<file path="config.mk">
export PLATFORM = sky130hd
export DESIGN_NAME = err_report
export DESIGN_NICKNAME = d
export VERILOG_FILES = /design/src/core/err_pulse_sync.v /design/src/core/err_report.v
export VERILOG_INCLUDE_DIRS = /design/src /design/src/core
export SDC_FILE = /design/constraint.sdc
export NUM_CORES = 1
export LEC_CHECK = 0
export ABC_AREA = 0
export BUFFER_PORTS_ARGS = -buffer_cell sky130_fd_sc_hd__buf_2
export CELL_PAD_IN_SITES_DETAIL_PLACEMENT = 0
export CELL_PAD_IN_SITES_GLOBAL_PLACEMENT = 1
export CORE_MARGIN = 4
export CORE_UTILIZATION = 45
export DETAILED_ROUTE_END_ITERATION = 16
export PLACE_DENSITY_LB_ADDON = 0.15
export SLEW_MARGIN = 10
export SYNTH_ARGS = -nofsm -noshare
export SYNTH_HDL_FRONTEND = slang
export SYNTH_HIERARCHICAL = 1
export SYNTH_SLANG_ARGS = --single-unit
</file>
<file path="constraint.sdc">
create_clock -name mclk_i -period 2.75 [get_ports mclk_i]
set_clock_uncertainty 0.1 [all_clocks]
set_input_delay 0.55 -clock mclk_i [delete_from_list [all_inputs] [get_ports mclk_i]]
set_output_delay 0.55 -clock mclk_i [all_outputs]
set_load 0.005 [all_outputs]
</file>
<file path="src/core/err_report_defines.vh">
// Constants for the receiver error-report register bank.
// Assumes an 8-bit register port with byte offsets as addresses.
`ifndef ERR_REPORT_DEFINES_VH
`define ERR_REPORT_DEFINES_VH

// Register offsets
`define PHY_ERROR_ENABLE_ADDR 8'h22
`define PROTOCOL_ERROR_ENABLE_ADDR 8'h23
`define CONFIG_ADDR 8'h24
`define RECEIVER_ERROR_FLAGS_ADDR 8'h28
`define ERROR_EVENT_COUNTER_ADDR 8'h29
`define IRQ_STATUS_ADDR 8'h2E
`define IRQ_MASK_ADDR 8'h2F

// Reset values
`define PHY_ERROR_ENABLE_RST 8'hFF
`define PROTOCOL_ERROR_ENABLE_RST 8'h7F
`define PROTOCOL_ERROR_ENABLE_MASK 8'h7F
`define CONFIG_RST 8'h00

// Status bit positions
`define FLAG_ANY_ERROR 0
`define FLAG_READ_NO_TURNAROUND 1
`define FLAG_MISSING_END 2
`define FLAG_CMD_OVERRUN 3
`define FLAG_LINK_BUFFER 4
`define FLAG_FIFO_UNDER 5
`define FLAG_FIFO_OVER 6

// Configuration bit positions
`define CFG_TOLERATE_BIT 0
`define CFG_HOLD_BIT 1

// Number of error classes: 8 phy, then 7 protocol
`define ERR_CLASSES 15
`endif

</file>
<file path="src/core/err_pulse_sync.v">
// Two-flop synchroniser with rising-edge pulse for one event input.
// Assumes the input is a level or pulse at least two clocks wide.
module err_pulse_sync (
  // Clock and reset
  input wire mclk_i,
  input wire sys_rst_i,
  // Asynchronous event in, synchronous pulse out
  input wire async_i,
  output wire pulse_o
);
  reg meta_reg;
  reg sync_reg;
  reg last_reg;

  // First flop feeds only the second; the edge looks at later stages
  always @(posedge mclk_i) begin
    if (sys_rst_i) begin
      meta_reg <= 1'b0;
      sync_reg <= 1'b0;
      last_reg <= 1'b0;
    end else begin
      meta_reg <= async_i;
      sync_reg <= meta_reg;
      last_reg <= sync_reg;
    end
  end

  assign pulse_o = sync_reg & ~last_reg;
endmodule

</file>
<file path="src/core/err_report.v">
// Error-report register bank for a serial display video receiver.
// Assumes detector pulses come from other logic or pins and are
// synchronised here; registers sit on a plain 8-bit strobe port.
// The strobes come from logic on the same clock and are used as-is;
// only the event lines are treated as asynchronous.
`include "err_report_defines.vh"

// Register map, byte offsets:
//   22h physical-layer error enables, 23h protocol error enables,
//   24h configuration, 28h error flags, 29h error count,
//   2Eh interrupt status, 2Fh interrupt mask.
// Every other offset reads zero and ignores writes.

module err_report #(
  parameter CLASSES = `ERR_CLASSES
) (
  // Clock and reset
  input wire mclk_i,
  input wire sys_rst_i,
  // Register port
  input wire [7:0] reg_addr_i,
  input wire [7:0] reg_wdata_i,
  input wire reg_wr_i,
  input wire reg_rd_i,
  output reg [7:0] reg_rdata_o,
  // Error class detect pulses: [7:0] phy order, [14:8] protocol order
  input wire [CLASSES-1:0] class_err_i,
  // Video FIFO, link buffer and missing end packet events
  input wire fifo_over_i,
  input wire fifo_under_i,
  input wire link_buffer_over_i,
  input wire missing_end_packet_i,
  // Error indication and interrupt
  output reg err_ind_o,
  output reg irq_o
);
  // Event vector: the error classes first, then the four single events
  localparam NEV = CLASSES + 4;
  // Positions of the single events above the error classes
  localparam IDX_OVER = CLASSES;
  localparam IDX_UNDER = CLASSES + 1;
  localparam IDX_LINK = CLASSES + 2;
  localparam IDX_END = CLASSES + 3;
  // Reset image of the protocol enable; its top bit is reserved and
  // not stored, so only the low seven bits are loaded
  localparam [7:0] PROT_RST = `PROTOCOL_ERROR_ENABLE_RST;

  // Software-visible enables and configuration
  reg [7:0] phy_error_enable_reg;
  reg [6:0] protocol_error_enable_reg;
  reg [7:0] config_reg;
  // Clear-on-read flags and their next value
  reg [7:0] receiver_error_flags_reg;
  reg [7:0] receiver_error_flags_next;
  // Clear-on-read error count and its next value
  reg [7:0] error_event_counter_reg;
  reg [7:0] error_event_counter_next;
  // Write-one-to-clear interrupt status and its mask
  reg [7:0] irq_status_reg;
  reg [7:0] irq_status_next;
  reg [7:0] irq_mask_reg;
  // Latched error for hold mode
  reg hold_latch_reg;
  // Read mux output, registered onto the port
  reg [7:0] rdata_next;

  // Raw and synchronised event lines
  wire [NEV-1:0] ev_async;
  wire [NEV-1:0] ev;
  // Error classes after synchronising, and their enables side by side
  wire [CLASSES-1:0] class_pulse;
  wire [CLASSES-1:0] class_enable;
  // Combined error event and the qualified missing-end event
  wire any_enabled;
  wire missing_end_event;
  // Reads of the two clear-on-read registers
  wire rd_flags;
  wire rd_count;
  // Interrupt set requests
  wire [7:0] irq_events;
  // Per-class pulses that survive their enable bit
  wire [CLASSES-1:0] class_hit;
  // One-cycle set requests, laid out like the flag register
  wire [7:0] flag_set;
  // Register write decodes, one per writable offset
  wire wr_phy;
  wire wr_prot;
  wire wr_cfg;
  wire wr_mask;
  wire wr_irq_clr;
  // Control bits taken out of the configuration register
  wire tolerate;
  wire hold_mode;
  // Counter has reached its ceiling and must not wrap
  wire count_full;

  // Every event crosses in from outside through its own synchroniser.
  // That costs three cycles of latency between a rising event line
  // and the flag update, which only diagnostics ever see.
  assign ev_async = {missing_end_packet_i, link_buffer_over_i,
    fifo_under_i, fifo_over_i, class_err_i};

  // One synchroniser per event; each turns a rising level into a
  // single-cycle pulse, so a long level counts once and a second
  // event needs the line to fall for at least one cycle first
  genvar gi;
  generate
    for (gi = 0; gi < NEV; gi = gi + 1) begin : g_sync
      err_pulse_sync u_sync (
        .mclk_i(mclk_i),
        .sys_rst_i(sys_rst_i),
        .async_i(ev_async[gi]),
        .pulse_o(ev[gi])
      );
    end
  endgenerate

  // Low part of the event vector carries the error classes, in the
  // same order as the two enable registers laid end to end
  assign class_pulse = ev[CLASSES-1:0];

  // Bit layout of both enables maps one to one onto the class inputs
  assign class_enable = {protocol_error_enable_reg, phy_error_enable_reg};
  // Each class is gated by its own enable bit; one loop keeps the
  // per-class logic uniform however many classes the parameter sets
  genvar ci;
  generate
    for (ci = 0; ci < CLASSES; ci = ci + 1) begin : g_class
      assign class_hit[ci] = class_pulse[ci] & class_enable[ci];
    end
  endgenerate

  // Any surviving class counts as one error event in this cycle
  assign any_enabled = |class_hit;

  // Tolerance on means the end-of-transmission check is silenced
  assign tolerate = config_reg[`CFG_TOLERATE_BIT];
  assign hold_mode = config_reg[`CFG_HOLD_BIT];
  assign missing_end_event = ev[IDX_END] & ~tolerate;

  // Read decodes for the two clear-on-read registers; the clear is
  // tied to the strobe, so a read that software discards still clears
  assign rd_flags = reg_rd_i &
    (reg_addr_i == `RECEIVER_ERROR_FLAGS_ADDR);
  assign rd_count = reg_rd_i &
    (reg_addr_i == `ERROR_EVENT_COUNTER_ADDR);

  // Write decodes; the flag and counter offsets have none, so writes
  // there fall through and change nothing
  assign wr_phy = reg_wr_i & (reg_addr_i == `PHY_ERROR_ENABLE_ADDR);
  assign wr_prot = reg_wr_i &
    (reg_addr_i == `PROTOCOL_ERROR_ENABLE_ADDR);
  assign wr_cfg = reg_wr_i & (reg_addr_i == `CONFIG_ADDR);
  assign wr_mask = reg_wr_i & (reg_addr_i == `IRQ_MASK_ADDR);
  assign wr_irq_clr = reg_wr_i & (reg_addr_i == `IRQ_STATUS_ADDR);

  // Set requests per flag bit; these same pulses feed the interrupt
  // status, so both registers always see exactly the same events
  assign flag_set[7] = 1'b0;
  assign flag_set[`FLAG_FIFO_OVER] = ev[IDX_OVER];
  assign flag_set[`FLAG_FIFO_UNDER] = ev[IDX_UNDER];
  assign flag_set[`FLAG_LINK_BUFFER] = ev[IDX_LINK];
  // No command mode, so these two are never raised
  assign flag_set[`FLAG_CMD_OVERRUN] = 1'b0;
  assign flag_set[`FLAG_MISSING_END] = missing_end_event;
  assign flag_set[`FLAG_READ_NO_TURNAROUND] = 1'b0;
  assign flag_set[`FLAG_ANY_ERROR] = any_enabled;

  // Clear on read, but a same-cycle event keeps its bit set; losing
  // an overflow that lands on the read would hide it for good.
  // Only the bits that are read get cleared, all of them at once,
  // since the whole register goes out in the one read.
  always @* begin
    if (rd_flags) begin
      receiver_error_flags_next = flag_set;
    end else begin
      receiver_error_flags_next = receiver_error_flags_reg | flag_set;
    end
    // Reserved and unsupported bits always read as zero
    receiver_error_flags_next[`FLAG_CMD_OVERRUN] = 1'b0;
    receiver_error_flags_next[`FLAG_READ_NO_TURNAROUND] = 1'b0;
    receiver_error_flags_next[7] = 1'b0;
  end

  // Ceiling of the eight-bit count
  assign count_full = (error_event_counter_reg == 8'hFF);

  // Software that wants an exact figure clears both enables before
  // reading, so no event can slip in between the read and the clear.
  // Counter saturates rather than wraps; a count arriving with the
  // read is kept as one so it is not lost
  always @* begin
    if (rd_count) begin
      error_event_counter_next = any_enabled ? 8'h01 : 8'h00;
    end else if (any_enabled && !count_full) begin
      error_event_counter_next = error_event_counter_reg + 8'h01;
    end else begin
      error_event_counter_next = error_event_counter_reg;
    end
  end

  // Interrupt events mirror the flag layout
  assign irq_events = flag_set;

  // Write one clears; a new event in the same cycle wins, so an event
  // that races the software acknowledge still raises the interrupt
  always @* begin
    if (wr_irq_clr) begin
      irq_status_next = (irq_status_reg & ~reg_wdata_i) | irq_events;
    end else begin
      irq_status_next = irq_status_reg | irq_events;
    end
  end

  // Read mux; unmapped offsets read zero. The mux is decoded from the
  // address alone, and the strobe only decides whether the result is
  // registered, which keeps the decode off the clear-on-read path.
  always @* begin
    case (reg_addr_i)
      `PHY_ERROR_ENABLE_ADDR: rdata_next = phy_error_enable_reg;
      `PROTOCOL_ERROR_ENABLE_ADDR: rdata_next = {1'b0,
        protocol_error_enable_reg};
      `CONFIG_ADDR: rdata_next = config_reg;
      `RECEIVER_ERROR_FLAGS_ADDR: rdata_next = receiver_error_flags_reg;
      `ERROR_EVENT_COUNTER_ADDR: rdata_next = error_event_counter_reg;
      `IRQ_STATUS_ADDR: rdata_next = irq_status_reg;
      `IRQ_MASK_ADDR: rdata_next = irq_mask_reg;
      default: rdata_next = 8'h00;
    endcase
  end

  // Physical-layer enables; every class is reported out of reset
  always @(posedge mclk_i) begin
    if (sys_rst_i) begin
      phy_error_enable_reg <= `PHY_ERROR_ENABLE_RST;
    end else if (wr_phy) begin
      phy_error_enable_reg <= reg_wdata_i;
    end
  end

  // Protocol enables; bit 7 is reserved, not stored, and reads zero
  always @(posedge mclk_i) begin
    if (sys_rst_i) begin
      protocol_error_enable_reg <= PROT_RST[6:0];
    end else if (wr_prot) begin
      protocol_error_enable_reg <= reg_wdata_i[6:0];
    end
  end

  // Configuration: only the tolerance and hold bits are kept
  always @(posedge mclk_i) begin
    if (sys_rst_i) begin
      config_reg <= `CONFIG_RST;
    end else if (wr_cfg) begin
      config_reg <= {6'h00, reg_wdata_i[1:0]};
    end
  end

  // Interrupt mask; starts closed so nothing fires before setup
  always @(posedge mclk_i) begin
    if (sys_rst_i) begin
      irq_mask_reg <= 8'h00;
    end else if (wr_mask) begin
      irq_mask_reg <= reg_wdata_i;
    end
  end

  // Flags, counter and interrupt status advance every cycle
  always @(posedge mclk_i) begin
    if (sys_rst_i) begin
      receiver_error_flags_reg <= 8'h00;
      error_event_counter_reg <= 8'h00;
      irq_status_reg <= 8'h00;
    end else begin
      receiver_error_flags_reg <= receiver_error_flags_next;
      error_event_counter_reg <= error_event_counter_next;
      irq_status_reg <= irq_status_next;
    end
  end

  // Read data stands for one cycle after the strobe and is zero
  // otherwise, so a bus that ORs several slaves needs no select
  always @(posedge mclk_i) begin
    if (sys_rst_i) begin
      reg_rdata_o <= 8'h00;
    end else if (reg_rd_i) begin
      reg_rdata_o <= rdata_next;
    end else begin
      reg_rdata_o <= 8'h00;
    end
  end

  // Hold latch: set by any enabled error, dropped by a flag read.
  // A new error in the read cycle wins, like the flag itself.
  always @(posedge mclk_i) begin
    if (sys_rst_i) begin
      hold_latch_reg <= 1'b0;
    end else if (any_enabled) begin
      hold_latch_reg <= 1'b1;
    end else if (rd_flags) begin
      hold_latch_reg <= 1'b0;
    end
  end

  // Indication: pulse per error, or latched until the flags are read.
  // The latch runs in both modes, so switching to hold mode shows
  // errors that arrived since the last flag read.
  always @(posedge mclk_i) begin
    if (sys_rst_i) begin
      err_ind_o <= 1'b0;
    end else if (hold_mode) begin
      err_ind_o <= any_enabled | (hold_latch_reg & ~rd_flags);
    end else begin
      err_ind_o <= any_enabled;
    end
  end

  // Interrupt level follows the next status so it rises with the flag
  always @(posedge mclk_i) begin
    if (sys_rst_i) begin
      irq_o <= 1'b0;
    end else begin
      irq_o <= |(irq_status_next & irq_mask_reg);
    end
  end
endmodule

</file>
==> flow_summary.ini, run 1 <==
[run_status]
status = completed

[global_routing]
grt_pass1_wl_mm = 16.6
grt_max_degree = 55
antenna_found_initial = 0
grt_overflow_total = 0
grt_util_all_layers_pct = 18.7
grt_pass1_vias = 3228

[drt]
num_vias = 3393
wirelength_mm = 10.1
wl_met1_mm = 4.47
routed.top_layer = met4
met3_length_um = 720
drt_drc_violations_left = 0
vias_per_cell = 5.24
dr_wl_met2_mm = 4.77
dr.pass1.iters = 5
ant_nets = 0
drt_iter0_markers = 213
routedWlPerCell_um = 15.6

[clock_network]
postCtsResizedCells = 0
root_buffer = clkbuf_8
clk_path_buf_depth = 2
insertion_delay_ns = 0.50
clock-sinks = 114
cts_buffers = 17
clk_pin_slew_worst_paths_ns = 0.05
cts_hold_buf = 0
post-cts-setup-buffers = 0
cts_tree = yes
h-tree-depth = 4

[critical_path]
endpoint_kind = flip-flop
cp-start-kind = flip-flop
crit_arrival_ns = 2.25
required_ns = 3.02
crit_type = flip-flop to flip-flop
path_max_fanout = 4

[place]
portBuffers = 48
dp_hpwl_mm = 6.96
place.gp.congestion = 0.858
preCtsSetupSlack_ns = 0.344

[floorplanning]
die-area_um2 = 11500
die_x_um = 107
initial_core_util_pct = 47.0
io_pins = 49
placementRows = 35
coreArea_um2 = 9420
die_height_um = 107

[timing]
slew-limit-headroom_pct = 54.8
period_share_pct = 72.0
drv_slew = 0
setup_viol = 0
hold_viol = 0
post-route-min-period_ns = 1.98
worstMarginPinSlew_ns = 0.675
rsz0062_at_grt = false
setup_slack_ns = 0.770
setup_tns_ns = 0
fmax_ghz = 0.505
timing.hold.ws_ns = 0.155

[synth]
yosys_most_used_dff = dfxtp_1
syn_nets = 491
yosysWarnings = 6
syn-instance-count = 451
syn-mean-instance-area_um2 = 9.82
synth_edf_count = 0
netlist-cell-type-count = 54
ys_seq_elements = 114
ys_seq_area_share_pct = 51.5
synthArstFlopShare_pct = 0
syn_area_um2 = 4430

[pwr]
ir_drop_mv = 0.487
total_leakage_power_nw = 2.16
p_per_area_nw_per_um2 = 789
seq_power_share_pct = 40.6
p_comb_share_pct = 5.0
p_clk_share_pct = 54.4
switchingPower_w = 0.000876
switching_share_pct = 20.6
p_int_w = 0.00338

[final_layout]
fin_nets = 546
drive_gt1_share_pct = 22.6
fillers = 851
n_antenna_cell = 0
final_common_cell = dfxtp_1
seq_area_um2 = 2280
multi_input_area_um2 = 1970
final_cell_mix = dfxtp_1, nor2b_1, buf_2
areaGrowthSynthToFinish_pct = 21.8

[min_path]
min_path_type = primary input to flip-flop

[run]
drv_cap = 0
[cells in the mapped netlist (5+ instances only)]
| cell type | number | area, um^2 |
|---|---|---|
| a222oi_1 | 7 | 70.1 |
| inv_1 | 11 | 41.3 |
| nor2b_1 | 62 | 388 |
| nand2_1 | 31 | 116 |
| buf_6 | 5 | 56.3 |
| a21oi_1 | 36 | 180 |
| nand2b_1 | 7 | 43.8 |
| dfxtp_1 | 114 | 2280 |
| nor2b_2 | 19 | 166 |
| nor2_1 | 22 | 82.6 |
| o21ai_0 | 8 | 40.0 |
| and3_1 | 9 | 56.3 |
| a211o_1 | 15 | 131 |
| a22o_1 | 12 | 105 |
| nand3_1 | 18 | 90.1 |
| clkbuf_1 | 9 | 33.8 |
| a22oi_1 | 7 | 52.6 |
[routing by layer]
layer	track usage (%)	up-vias
met3	5.78	13
met1	24.2	1572
met2	30.2	109
met4	5.21	0
met5	0	-
li1	-	1699
[power groups by stage]
| stage | clock (W) | combinational [W] | sequential, W |
|---|---|---|---|
| after floorplan | 0 | 0.000135 | 0.00176 |
| after global placement | 0 | 0.000208 | 0.00176 |
| after detailed placement | 0 | 0.000213 | 0.00176 |
| after CTS | 0.00235 | 0.000214 | 0.00173 |
| after global routing | 0.00245 | 0.000238 | 0.00174 |
| final | 0.00232 | 0.000212 | 0.00173 |
[cell families (layout without fill, tap and decap cells)]
kind of cell               Yosys count  count (layout)  synth area share (%)
AOI/OAI and AO/OA                  102             102                  16.1
xor gates and xnor gates             1               1                 0.198
adders and majority gates            1               1                 0.283
buffers and inverters               31              98                  3.90
DFF                                114             114                  51.5
muxes                                4               4                 0.904
and+or+nand+nor                    198             198                  27.1
[critical path, cell delays in order, from the launching register on]
cell	delay, ns
dfxtp_1	0.30
nor2b_2	0.14
a222oi_1	0.37
nand3_1	0.17
or3_1	0.47
o21ai_0	0.22
a31oi_1	0.09
[area by class of cell]
class / instances / area share [%]
Clock buffer: 22 / 8.96
Clock inverter: 9 / 2.81
Inverter: 11 / 0.766
Multi-Input combinational cell: 306 / 36.6
Sequential cell: 114 / 42.3
Tap cell: 129 / 2.99
Timing Repair Buffer: 56 / 5.57
[through the flow]
step	std cells	total power [W]	util (%)	cell area, um^2
2_1_floorplan	451	0.00189	-	4430
3_3_place_gp	616	0.00197	50.5	4760
3_5_place_dp	616	0.00198	50.5	4760
4_1_cts	647	0.00430	57.3	5390
5_1_grt	647	0.00442	57.3	5390
6_report	647	0.00426	57.3	5390
[path summary, 6_finish.rpt]
path | start | endpoint | slack [ns] | cells past startpoint
worst max-delay path | g_sync[8].u_sync/sync_reg$_SDFF_PP0_ | irq_o$_SDFF_PP0_ | 0.77 | 6
worst max register to register | g_sync[8].u_sync/sync_reg$_SDFF_PP0_ | irq_o$_SDFF_PP0_ | 0.77 | 6
worst min register to register | g_sync[16].u_sync/meta_reg$_SDFF_PP0_ | g_sync[16].u_sync/sync_reg$_SDFF_PP0_ | 0.33 | 1
worst min-delay path | class_err_i[5] | g_sync[5].u_sync/meta_reg$_SDFF_PP0_ | 0.15 | 2
(Power assumes the default switching activity.)
==> run 2, diff against run 1 <==
--- a/config.mk
+++ b/config.mk
@@ -11,7 +11,7 @@
 export CELL_PAD_IN_SITES_DETAIL_PLACEMENT = 0
 export CELL_PAD_IN_SITES_GLOBAL_PLACEMENT = 1
 export CORE_MARGIN = 4
-export CORE_UTILIZATION = 45
+export CORE_UTILIZATION = 40
 export DETAILED_ROUTE_END_ITERATION = 16
 export PLACE_DENSITY_LB_ADDON = 0.15
 export SLEW_MARGIN = 10
==> constraint.sdc (replaced) <==
create_clock -name mclk_i -period 1.7 [get_ports mclk_i]
set_clock_uncertainty 0.1 [all_clocks]
set_input_delay 0.34 -clock mclk_i [delete_from_list [all_inputs] [get_ports mclk_i]]
set_output_delay 0.34 -clock mclk_i [all_outputs]
set_load 0.005 [all_outputs]
==> flow_summary.ini, run 2 (synthesized netlist as in run 1, its figures left out) <==
[final_layout]
areaGrowthSynthToFinish_pct = 40.0
final_cell_mix = dfxtp_1, nor2b_1, buf_4
utilization_pct = 57.2
final_common_cell = dfxtp_1
final_area_um2 = 6200
n_antenna_cell = 0
fin_nets = 618
fillers = 949
fin_cells = 731
drive_gt1_share_pct = 32.8

[critical_path]
endpoint_kind = flip-flop
crit_type = flip-flop to flip-flop
required_ns = 2.05
cp-start-kind = flip-flop
crit_arrival_ns = 2.13
path_max_fanout = 14

[global_routing]
grt_overflow_total = 0
grt_pass1_vias = 3674
grt_pass1_wl_mm = 18.5
antenna_found_initial = 1
grt_max_degree = 49
grt_util_all_layers_pct = 18.8

[floorplanning]
coreArea_um2 = 10800
initial_core_util_pct = 40.8
placementRows = 38
die_height_um = 113
die_x_um = 113
die-area_um2 = 12800
io_pins = 49

[timing]
rsz0062_at_grt = true
period_share_pct = 105
worstMarginPinSlew_ns = 0.358
drv_slew = 0
setup_viol = 12
slew-limit-headroom_pct = 75.8
post-route-min-period_ns = 1.79
fmax_ghz = 0.560
setup_slack_ns = -0.0870
hold_viol = 0

[pwr]
ir_drop_mv = 0.655
total_leakage_power_nw = 2.52
p_per_area_nw_per_um2 = 1110

[drt]
ant_nets = 0
num_vias = 3672
drt_iter0_markers = 225
dr.pass1.iters = 5
drt_drc_violations_left = 0
vias_per_cell = 5.02
routedWlPerCell_um = 15.5
wirelength_mm = 11.3

[place]
dp_cells = 675
dp_hpwl_mm = 7.98
dpl_cell_area_um2 = 5290
portBuffers = 48
place.gp.congestion = 0.886

[clock_network]
clock-sinks = 114
cts_buffers = 17
h-tree-depth = 4
clk_path_buf_depth = 2
cts_tree = yes
clk_pin_slew_worst_paths_ns = 0.06
root_buffer = clkbuf_8
insertion_delay_ns = 0.52

[run_status]
status = finished with violations
violations = negative setup slack

[run]
drv_cap = 0

[min_path]
min_path_type = primary input to flip-flop
run 2: changes by cell type in the layout (fill, tap and decap cells not counted), sizes merged:
| cell | change |
|---|---|
| buf | +51 |
| inv | +3 |
| dlygate4sd3 | +21 |
| clkinvlp | +2 |
| bufinv | -1 |
| clkbuf | -4 |
| clkinv | +1 |
run 2: path summary, 6_finish.rpt:
check                                       startpoint                                       to  slack [ns]  depth (start not counted)
hold / removal                          reg_wdata_i[1]             irq_status_reg[1]$_SDFF_PP0_        0.05                          2
setup / recovery  g_sync[4].u_sync/sync_reg$_SDFF_PP0_  error_event_counter_reg[4]$_SDFFE_PP0P_       -0.09                          8
hold reg to reg   g_sync[0].u_sync/meta_reg$_SDFF_PP0_     g_sync[0].u_sync/sync_reg$_SDFF_PP0_        0.33                          1
setup reg to reg  g_sync[4].u_sync/sync_reg$_SDFF_PP0_  error_event_counter_reg[4]$_SDFFE_PP0P_       -0.09                          8
run 2: layout make-up:
class                      instances  area (um^2)  share of cell area [%]
timing repair buffer             128          985                    15.9
clock inverter                    14          179                    2.89
clock buffer                      18          428                    6.90
multi-input combinational        306         2100                    34.0
inverter                          11         41.3                   0.666
sequential                       114         2290                    36.9
tap                              140          175                    2.83
run 2: power by group:
group	switching [W]	internal (W)	total, W	leakage (nW)
clock	0.00129	0.00229	0.00357	0.288
combinational	0.000237	0.000258	0.000495	1.29
sequential	0.0000353	0.00276	0.00279	0.933
run 2: per-layer routing:
layer / track usage [%] / share of wire [%] / vias up
met1: 23.8 / 46 / 1697
met3: 5.29 / 5.2 / 26
met5: 0 / 0.12 / -
met2: 29.9 / 46 / 98
li1: - / - / 1849
met4: 7.93 / 2.5 / 2
run 2: per-stage QoR:
stage          TNS [ns]  hold WS [ns]  worst slack [ns]  power (W)
2_1_floorplan     -3.04         0.312            -0.190    0.00307
3_3_place_gp     -17.03         0.317            -0.485    0.00328
3_5_place_dp     -17.49         0.320            -0.496    0.00329
4_1_cts          -0.766        0.0182           -0.0922    0.00693
5_1_grt           -1.66        0.0301            -0.181    0.00713
6_report         -0.546        0.0466           -0.0870    0.00686
run 2: what timing repair did:
| item | in CTS | in global routing |
|---|---|---|
| hold endpoints to repair | 21 | 0 |
| setup endpoints to repair | 10 | 13 |
| pin swaps | 3 | 3 |
| buffers inserted | 1 | 2 |
| hold buffers | 21 | 0 |
| resized for setup | 10 | 10 |
run 2: critical path, cell delays in order, from the launching register on:
cell	delay, ns
dfxtp_2	0.32
nor2b_4	0.13
a22oi_2	0.09
nand3_1	0.11
buf_4	0.13
nor3_4	0.04
buf_12	0.13
or4_1	0.52
a21oi_2	0.15
